==> config.mk <==
export PLATFORM = sky130hd
export DESIGN_NAME = fbc_bank_control
export DESIGN_NICKNAME = d
export VERILOG_FILES = /design/src/design/fbc_pkg.sv /design/src/design/fbc_bank_control.sv
export SDC_FILE = /design/constraint.sdc
export NUM_CORES = 2
export LEC_CHECK = 0
export BUFFER_PORTS_ARGS = -buffer_cell sky130_fd_sc_hd__buf_2
export CORE_UTILIZATION = 45
export DETAILED_ROUTE_END_ITERATION = 8
export PLACE_DENSITY = 0.77
export SETUP_SLACK_MARGIN = 0.4
export SLEW_MARGIN = 20
export SYNTH_ARGS = -nofsm -noshare
export SYNTH_HDL_FRONTEND = slang
export SYNTH_SLANG_ARGS = --single-unit
==> constraint.sdc <==
create_clock -name clk -period 3.4 [get_ports clk]
set_input_delay 0.17 -clock clk [delete_from_list [all_inputs] [get_ports clk]]
set_output_delay 0.17 -clock clk [all_outputs]
set_load 0.05 [all_outputs]
==> src/design/fbc_pkg.sv <==
// ----------------------------------------------------------------------
// Shared constants and types for the FPU register bank control block
// ----------------------------------------------------------------------
package fbc_pkg;

    // ------------------------------------------------------------------
    // Geometry
    // ------------------------------------------------------------------
    localparam int NUM_BANKS = 2;               // Physical banks
    localparam int BANK_REGS = 16;              // Single registers per bank
    localparam int WORD_W    = 32;              // Single register width

    // ------------------------------------------------------------------
    // Status/control word layout
    // ------------------------------------------------------------------
    localparam int BIT_BANK_SELECT  = 21;       // Front/extended swap
    localparam int BIT_XFER_SIZE    = 20;       // Move size, pair when set
    localparam int BIT_PRECISION    = 19;       // Double precision when set
    localparam int BIT_DENORMAL     = 18;       // Flush denormals when set
    localparam int CAUSE_HI         = 17;       // Error source, cause only
    localparam int CAUSE_LO         = 12;       // Inexact cause
    localparam int ENABLE_HI        = 11;       // Invalid enable
    localparam int ENABLE_LO        = 7;        // Inexact enable
    localparam int FLAG_HI          = 6;        // Invalid flag
    localparam int FLAG_LO          = 2;        // Inexact flag
    localparam int RM_HI            = 1;        // Rounding mode msb
    localparam int RM_LO            = 0;        // Rounding mode lsb

    localparam logic [31:0] STATUS_RESET = 32'h0004_0001;  // Power-up word
    localparam logic [31:0] STATUS_MASK  = 32'h003F_FFFF;  // Writable bits

    // Rounding encodings
    localparam logic [1:0] RM_NEAREST = 2'h0;   // Round to nearest
    localparam logic [1:0] RM_ZERO    = 2'h1;   // Round toward zero

    // ------------------------------------------------------------------
    // Types
    // ------------------------------------------------------------------
    // Access width of a register read
    typedef enum logic [1:0] {
        FBC_W_SINGLE,
        FBC_W_DOUBLE,
        FBC_W_VECTOR
    } fbc_width_t;

    // Register view: front or extended
    typedef enum logic {
        FBC_VIEW_FRONT,
        FBC_VIEW_EXT
    } fbc_view_t;

    // Physical storage, bank then register
    typedef logic [NUM_BANKS-1:0][BANK_REGS-1:0][WORD_W-1:0] fbc_banks_t;

    // Matrix view, column then row
    typedef logic [3:0][3:0][WORD_W-1:0] fbc_matrix_t;

    // Exception sources, error down to inexact
    typedef struct packed {
        logic err;
        logic inv;
        logic dz;
        logic ovf;
        logic unf;
        logic inx;
    } fbc_exc_t;

    // Whole block state
    typedef struct packed {
        fbc_banks_t         bank;       // Both physical banks
        logic [31:0]        status;     // Status/control word
        logic [31:0]        xfer;       // CPU transfer word
        logic [127:0]       rd_data;    // Registered read result
        logic               rd_valid;   // Read result strobe
    } fbc_state_t;

endpackage

==> src/design/fbc_bank_control.sv <==
// Functional notes
// - Matrix columns hold extended registers in order
// - Bank select swaps front and extended banks
// - Transfer size picks single or pair moves
// - Precision bit picks single or double operations
// - Denormal bit one flushes denormals to zero
// - Cause bits seventeen down to twelve
// - Enable bits eleven down to seven
// - Flag bits six down to two
// - Each operation first clears whole cause field
// - Exception sets matching cause and flag bits
// - Flags stay set until software clears them
// - Rounding: zero nearest, one toward zero
// - Reserved status bits read and write zero
// - Status resets to 0x00040001
// - Thirty-two bit word between CPU and FPU
// - Doubles pair, vectors group consecutive singles
`timescale 1ns/1ps
`default_nettype none

module fbc_bank_control
(
    input  wire logic                   clk,            // Core clock
    input  wire logic                   rst,            // Sync reset
    // Register read port
    input  wire logic                   rd_req,         // Read request pulse
    input  wire fbc_pkg::fbc_view_t     rd_view,        // Front or extended
    input  wire logic [3:0]             rd_index,       // Single index
    input  wire fbc_pkg::fbc_width_t    rd_width,       // Width when not a move
    input  wire logic                   rd_move,        // Width from size mode
    output logic [127:0]                rd_data,        // Read result
    output logic                        rd_valid,       // Result strobe
    // Register write port
    input  wire logic                   wr_en,          // Write pulse
    input  wire fbc_pkg::fbc_view_t     wr_view,        // Front or extended
    input  wire logic [3:0]             wr_index,       // Single index
    input  wire logic                   wr_move,        // Move, else result
    input  wire logic [63:0]            wr_data,        // Even word high
    // Status/control access
    input  wire logic                   status_wr,      // System load pulse
    input  wire logic [31:0]            status_wdata,   // Load value
    input  wire logic                   bank_toggle,    // Bank change pulse
    output logic [31:0]                 fp_status_control,
    // Exception reporting
    input  wire logic                   op_start,       // Operation pulse
    input  wire fbc_pkg::fbc_exc_t      op_sources,     // Raised sources
    // CPU transfer word
    input  wire logic                   xfer_cpu_wr,    // System load pulse
    input  wire logic [31:0]            xfer_cpu_wdata, // CPU value
    input  wire logic                   xfer_fpu_wr,    // Conversion result
    input  wire logic [31:0]            xfer_fpu_wdata, // FPU value
    output logic [31:0]                 fp_cpu_transfer,
    // Decoded modes
    output logic                        bank_select,
    output logic                        transfer_size_mode,
    output logic                        precision_mode,
    output logic                        denormal_mode,
    output logic [1:0]                  rounding_mode,
    output logic [4:0]                  exc_enable,     // Invalid down to inexact
    output var fbc_pkg::fbc_matrix_t    extended_matrix
);

    // ------------------------------------------------------------------
    // State
    // ------------------------------------------------------------------
    fbc_pkg::fbc_state_t s;             // Registered state
    fbc_pkg::fbc_state_t next_s;        // Next state

    // ------------------------------------------------------------------
    // Helpers
    // ------------------------------------------------------------------
    // Physical bank behind a view
    function automatic logic phys_bank(input fbc_pkg::fbc_view_t view,
                                       input logic sel);
        phys_bank = (view == fbc_pkg::FBC_VIEW_EXT) ^ sel;
    endfunction

    // Even register of a pair
    function automatic logic [3:0] even_of(input logic [3:0] idx);
        even_of = {idx[3:1], 1'b0};
    endfunction

    // ------------------------------------------------------------------
    // Decoded fields
    // ------------------------------------------------------------------
    assign bank_select        = s.status[fbc_pkg::BIT_BANK_SELECT];
    assign transfer_size_mode = s.status[fbc_pkg::BIT_XFER_SIZE];
    assign precision_mode     = s.status[fbc_pkg::BIT_PRECISION];
    assign denormal_mode      = s.status[fbc_pkg::BIT_DENORMAL];
    // Reserved codes pass through; software must not write them
    assign rounding_mode      = s.status[fbc_pkg::RM_HI:fbc_pkg::RM_LO];
    assign exc_enable         = s.status[fbc_pkg::ENABLE_HI:fbc_pkg::ENABLE_LO];

    assign fp_status_control  = s.status;
    assign fp_cpu_transfer    = s.xfer;
    assign rd_data            = s.rd_data;
    assign rd_valid           = s.rd_valid;

    // ------------------------------------------------------------------
    // Matrix view of the extended bank
    // ------------------------------------------------------------------
    // Column c row r shows extended register 4c+r
    always_comb
    begin
        for (int c = 0; c < 4; c++)
        begin
            for (int r = 0; r < 4; r++)
            begin
                extended_matrix[c][r] = s.bank[~bank_select][c*4+r];
            end
        end
    end

    // ------------------------------------------------------------------
    // Next state
    // ------------------------------------------------------------------
    always_comb
    begin
        logic        pb;        // Physical bank in use
        logic [3:0]  ev;        // Even pair index
        logic [3:0]  vb;        // Vector base index
        logic        pair;      // Write covers a pair
        fbc_pkg::fbc_width_t w; // Effective read width
        pb      = 1'b0;
        ev      = 4'h0;
        vb      = 4'h0;
        pair    = 1'b0;
        w       = fbc_pkg::FBC_W_SINGLE;
        next_s  = s;
        next_s.rd_valid = 1'b0;

        // Register read, answered one cycle later
        if (rd_req)
        begin
            pb = phys_bank(rd_view, bank_select);
            ev = even_of(rd_index);
            vb = {rd_index[3:2], 2'b00};
            // Moves follow the transfer size
            if (rd_move)
                w = transfer_size_mode ? fbc_pkg::FBC_W_DOUBLE
                                       : fbc_pkg::FBC_W_SINGLE;
            else
                w = rd_width;
            case (w)
                fbc_pkg::FBC_W_DOUBLE:
                    next_s.rd_data = {64'h0, s.bank[pb][ev],
                                      s.bank[pb][ev | 4'h1]};
                fbc_pkg::FBC_W_VECTOR:
                    next_s.rd_data = {s.bank[pb][vb], s.bank[pb][vb | 4'h1],
                                      s.bank[pb][vb | 4'h2],
                                      s.bank[pb][vb | 4'h3]};
                default:
                    next_s.rd_data = {96'h0, s.bank[pb][rd_index]};
            endcase
            next_s.rd_valid = 1'b1;
        end

        // Register write; pair for wide moves or double results
        if (wr_en)
        begin
            pb   = phys_bank(wr_view, bank_select);
            ev   = even_of(wr_index);
            pair = wr_move ? transfer_size_mode : precision_mode;
            if (pair)
            begin
                next_s.bank[pb][ev]        = wr_data[63:32];
                next_s.bank[pb][ev | 4'h1] = wr_data[31:0];
            end
            else
            begin
                next_s.bank[pb][wr_index] = wr_data[31:0];
            end
        end

        // Software load; reserved bits forced to zero
        if (status_wr)
            next_s.status = status_wdata & fbc_pkg::STATUS_MASK;

        // One-cycle bank swap
        if (bank_toggle)
            next_s.status[fbc_pkg::BIT_BANK_SELECT] =
                ~next_s.status[fbc_pkg::BIT_BANK_SELECT];

        // Operation: cause replaced, flags accumulate.
        // Applied after the load so a raised flag survives a clear.
        if (op_start)
        begin
            next_s.status[fbc_pkg::CAUSE_HI:fbc_pkg::CAUSE_LO] =
                op_sources;
            next_s.status[fbc_pkg::FLAG_HI:fbc_pkg::FLAG_LO] =
                next_s.status[fbc_pkg::FLAG_HI:fbc_pkg::FLAG_LO]
                | op_sources[4:0];
        end

        // Transfer word; the CPU load wins a same-cycle clash
        if (xfer_cpu_wr)
            next_s.xfer = xfer_cpu_wdata;
        else if (xfer_fpu_wr)
            next_s.xfer = xfer_fpu_wdata;
    end

    // ------------------------------------------------------------------
    // State register
    // ------------------------------------------------------------------
    // Banks and transfer word have no defined reset; cleared for safety
    always_ff @(posedge clk)
    begin
        if (rst)
        begin
            s        <= '0;
            s.status <= fbc_pkg::STATUS_RESET;
        end
        else
        begin
            s <= next_s;
        end
    end
endmodule

`default_nettype wire

After elaboration in Yosys (flattened, before gate mapping)
Cells that the tools add are included.

storage, ports and cells
  bits in registers = 1207
  bits in latches = 0
  output and inout bits = 716
  memory bits (writable) = 0
  ROM bits = 0
  memories kept = 0

operators by class
  shift operators = 0
  bitwise gates (word level) = 5
  eq/ne operators = 2
  reduce and logical (&&, ||, !) cells = 6
  order comparisons = 17
  $mul = 0
  multiplexer cells = 46
  add/sub/neg operators = 0
  div/mod/pow operators = 0

operators with widths
  kind                number
  $bwmux 1024         3
  $mux 512            6
  $demux 512 s1       3
  $mux 1024           1
  $mux 480            1
  $mux 32             12
  $bmux 32 s2         4
  $pmux 128 s2        1
  $bmux 32 s3         2
  $demux 32 s3        2
  $bmux 32 s4         1
  $demux 32 s4        1
  $lt 4x5->1 const B  10
  $mux 22             1
  $ge 4x1->1 const B  3
  $lt 1x2->1 const B  3
  $mux 6              1
  $mux 5              1
  $or 5x5->5          1
  $logic_and 1x1->1   4
  $mux 1              4
  $mux 2              2
  $reduce_bool 2->1   2
  $eq 2x1->1 const B  1
  4 further kinds     6

Longest topological paths before layout
  word-level depth = 9
  depth in mapped cells = 11
  gate-level depth less buffers = 9

Worst setup path after synthesis
OpenSTA, ideal clock, no wires.

  path type = reg2reg
  start = register s (netlist bit fp_status_control[20])
  end = register s (netlist bit rd_data[5])
  data arrival time = 2843 ps
  setup time = 70 ps
  path slack = 486 ps
  stages on the path, launching flop included = 11
  required time = 3330 ps
  cells stage by stage = dfxtp_1 > mux2i_1 > inv_1 > ha_1 > clkbuf_1 > nor4_1 > clkbuf_1 > a22oi_1 > o211ai_1 > nor2_1 > a21oi_1

on the way
  longest elaborated chain between the ends = 5
  elaborated cells on any way between the ends = 6
  those cells by class = eq/ne: 2; mux: 4

RTL lines
  item                                      line                     source
  start: declaration                        fbc_bank_control.sv:66   fbc_pkg::fbc_state_t s;
  start signal: assignment                  fbc_bank_control.sv:215  s <= next_s;
  $mux 1 (*)                                fbc_bank_control.sv:140  w = transfer_size_mode ? fbc_pkg::FBC_W_DOUBLE
  $mux 2 (*)                                fbc_bank_control.sv:139  if (rd_move)
  $mux 2 (*)                                fbc_bank_control.sv:133  if (rd_req)
  $eq 2x2->1 or $eq 2x1->1 (tied branches)  fbc_bank_control.sv:144  case (w)
  $pmux 128 s2 (*)                          fbc_bank_control.sv:144

Every way passes the cells marked *; elsewhere a longest branch is shown, timed or not. The select of a mux whose other input is x is not followed.
A chain may end at the register's enable or synchronous reset.

Worst setup path in the final report
  start = register s (netlist bit fp_status_control[21])
  end = register s (netlist bit rd_data[0])

on the way
  longest elaborated chain between the ends = 6
  elaborated cells on any way between the ends = 10
  those cells by class = mux: 9; bitwise: 1

RTL lines
  item                                              line                                                                       source
  $xor 1x1->1 (*)                                   fbc_bank_control.sv:75                                                     phys_bank = (view == fbc_pkg::FBC_VIEW_EXT) ^ sel;
  $mux 512 (implied by the code) (*) (2 in series)  fbc_bank_control.sv:147, fbc_bank_control.sv:151, fbc_bank_control.sv:153
  $bmux 32 s4 (tied with other cells)               fbc_bank_control.sv:153                                                    next_s.rd_data = {96'h0, s.bank[pb][rd_index]};
  $mux 32, on equally long branches                 fbc_bank_control.sv:153, fbc_bank_control.sv:147, fbc_bank_control.sv:151
  $pmux 128 s2 (*)                                  fbc_bank_control.sv:144

Marks and branches as above.

==> results.md <==
* WP data required at 4.07 ns
* Share of the synthesized area in the top cell type at 38.7%
* Syn-to-layout area delta at 18.9%
* Most used DFF post-synth: dfxtp_1
* Distinct cells, synth at 61
* Routed Antenna Nets at 0
* Cell depth of the worst hold path at 3
* Clk_lat worst skew at 0.82 ns
* Row cnt at 136
* Clk sinks at 1,207
* Setup crit start kind: register
* Initial antenna violation count at 56
* Most common cell in the netlist: dfxtp_1
* Root buffer cell: clkbuf_16
* Final Cycle Share at 90.9%
* Global placement routability congestion at 1.07
* Final core occ at 53.9%
* Setup TNS Final at 0 ns
* Largest net degree at the start of global routing at 206
* Multi-input gate area at 34,500 µm²
* Drt drc at 0
* Minimum clock period at 3.09 ns
* Cell area after layout at 74,300 µm²
* 1st-iter DRT viols at 8,922
* Max-cap violation count at 0
* Hpwl dp at 228,000 µm
* Global-route wire length before repair at 432,000 µm
* DR WL/cell at 33.4 µm
* Vias per cell at 6.49
* Register area at 24,200 µm²
* Final #Nets at 7,745
* CTS clk-pin slew, worst paths at 0.06 ns
* Slew HR at 11.2%
* GRT overflow at 0
* CTS tree: yes
* Die ar. at 140,000 µm²
* Worst min-delay path class: in -> reg
* Cells after DPL at 9,023
* Reg-to-reg setup timing slack at 0.31 ns
* Io pins at 905
* Detailed Routing Iterations Pass 1 at 9
* Ys async rst share at 0%
* Synth Instances at 6,985
* #FFs+latches synth at 1,207
* Core Region at 138,000 µm²
* Avg Inst Size Synth at 8.94 µm²
* GRT Total Usage at 43.4%
* CTS Buffer Depth at 3
* CTS Buf Count at 135
* H-tree Lvls at 4
* Worst R2R End: rd_data[0]$_SDFFE_PP0P_
* Die width at 375 µm
* Highest Clock Rate at 324 MHz
* Synthesized area at 62,500 µm²
* WP data arrival at 3.76 ns
* Synth area leaders: dfxtp_1 (39%), mux2_2 (9.4%), mux2i_1 (9.0%)
* Finished Layout Cells at 9,468
* Vias in the first global route at 56,100
* Top cells by count, synth: dfxtp_1 (1,207), nand2_1 (1,145), nor2_1 (828), a21oi_1 (658), mux2i_1 (561)
* Leak at 0.0286 µW
* Outcome: finished, final reports clean
* Worst reg-to-reg path cell count at 9
* Worst Path Max Fanout at 33
* Final wirelength at 316,000 µm
* Number of synthesized flops with an enable pin at 0
* Yosys warning total at 0
* Final Slew Violations at 0
* Hold path startpoint: wr_data[43]
* Register area share after synthesis at 38.7%
* DIE HEIGHT at 375 µm
* Power Density at 476 nW/µm²
* Worst setup EP type: register
* IO buf count at 884
* Fill cells at 12,300
* Worst r2r src: fp_status_control[21]$_SDFF_PP0_
* Hold Crit Endpoint: s[396]$_SDFFE_PP0P_
* Slew of the pin with the lowest slew margin at 1.33 ns
* Area leader, netlist: dfxtp_1
* RSZ-0062 raised after global routing: true
* Hold Violations, Final at 0
* Pwr Total at 35,400 µW
* Critical path class: reg -> reg
* Initial Util at 45.4%
* Finish-stage setup viols at 0
* Peak supply drop at 0.405 mV
* Placed Area at 67,500 µm²
* Clk_skew at 0.0280 ns
* Layout cells sized above 1 at 28.2%
* Vias at 61,500
[power by group]
part | leakage (µW) | switching [µW] | internal, µW
Clock | 0.00219 | 6510 | 8650
Sequential | 0.00975 | 183 | 14400
Combinational | 0.0166 | 3770 | 1860
[worst max-delay path by stage]
stage                                        from                       end  slack [ns]  cells after the start
3_3_place_gp   fp_status_control[20]$_SDFFE_PP0P_   rd_data[3]$_SDFFE_PP0P_        0.13                     11
3_5_place_dp   fp_status_control[20]$_SDFFE_PP0P_  rd_data[12]$_SDFFE_PP0P_        0.05                     11
5_1_grt          fp_status_control[21]$_SDFF_PP0_   rd_data[0]$_SDFFE_PP0P_        0.29                      9
4_1_cts        fp_status_control[20]$_SDFFE_PP0P_  rd_data[30]$_SDFFE_PP0P_        0.41                      9
6_report         fp_status_control[21]$_SDFF_PP0_   rd_data[0]$_SDFFE_PP0P_        0.31                      9
2_1_floorplan  fp_status_control[20]$_SDFFE_PP0P_   rd_data[5]$_SDFFE_PP0P_        0.49                     10
[cell usage in the layout, fill, tap and decap left out, types with 18 or more instances in the layout]
cell type | Yosys | routed
nor2_4 | 0 | 28
a211oi_1 | 543 | 543
clkinv_2 | 0 | 18
nor3_1 | 29 | 26
nand2_1 | 1145 | 1139
dlygate4sd3_1 | 0 | 176
o22ai_1 | 72 | 68
diode_2 | 0 | 27
mux2_2 | 522 | 521
clkbuf_8 | 0 | 22
dfxtp_1 | 1207 | 1206
buf_4 | 201 | 205
clkbuf_16 | 0 | 136
nor2_1 | 828 | 796
a22oi_1 | 23 | 22
a32o_1 | 24 | 24
a22o_1 | 44 | 44
mux2i_1 | 561 | 551
clkbuf_1 | 558 | 23
buf_2 | 61 | 880
o21ai_0 | 25 | 25
mux4_2 | 214 | 214
buf_12 | 0 | 33
a21oi_1 | 658 | 652
nand3_1 | 22 | 22
nor3b_1 | 35 | 34
[layer usage]
layer	share of wire, %	GRT usage, %
met1	32	47.4
met2	42	64.4
met3	14	16.8
met4	12	41.1
met5	0.066	0
[critical path, cell delays in order, from the launching register on]
cell and delay (ns):
dfxtp_4 0.36, buf_12 0.15, xor2_4 0.26, buf_12 0.28, buf_12 0.30, mux2i_1 0.75
nand2_1 0.14, a32o_1 0.29, a211oi_1 0.20, o21ai_0 0.11
[metrics by stage]
| stage | worst slack, ns | hold WS (ns) |
|---|---|---|
| CTS | 0.410 | 0.00161 |
| detailed placement | 0.0454 | 0.388 |
| floorplan | 0.486 | 0.292 |
| global route | 0.293 | 0.0126 |
| finish | 0.310 | 0.00718 |
| global placement | 0.132 | 0.385 |
[kinds of logic (layout without fill, tap and decap cells)]
kind of cell	count (synthesis)	in the layout	synth area share [%]
buf+inv	898	1551	6.79
xor+xnor	5	5	0.0942
other cells	1	37	0.00600
flops	1207	1207	38.7
mux	1297	1297	26.1
fa+ha+maj	2	2	0.0401
simple gates	2093	2093	13.0
compound gates	1482	1482	15.2
[what timing repair did]
| item | CTS | global route |
|---|---|---|
| endpoints found under the hold margin | 963 | 30 |
| setup endpoints to repair | 321 | 47 |
| gates resized for setup | 25 | 23 |
| hold buffers | 174 | 2 |
| pin swaps | 0 | 7 |
| buffers inserted | 4 | 3 |
| gates cloned | 5 | 0 |
[layout make-up]
type,instances,area share [%]
tap,1794,3.02
clock buffer,181,5.11
multi-input combinational,4889,46.5
clock inverter,49,0.876
antenna,27,0.0910
sequential,1207,32.5
inverter,9,0.0607
timing repair buffer,1312,11.8
[registers in the layout (all words and copies together), names as in the netlist]
| register | count |
|---|---|
| fp_cpu_transfer | 32 |
| rd_data | 128 |
| fp_status_control | 22 |
| rd_valid | 1 |
| s | 1024 |
Power figures use the tool's default switching activity.
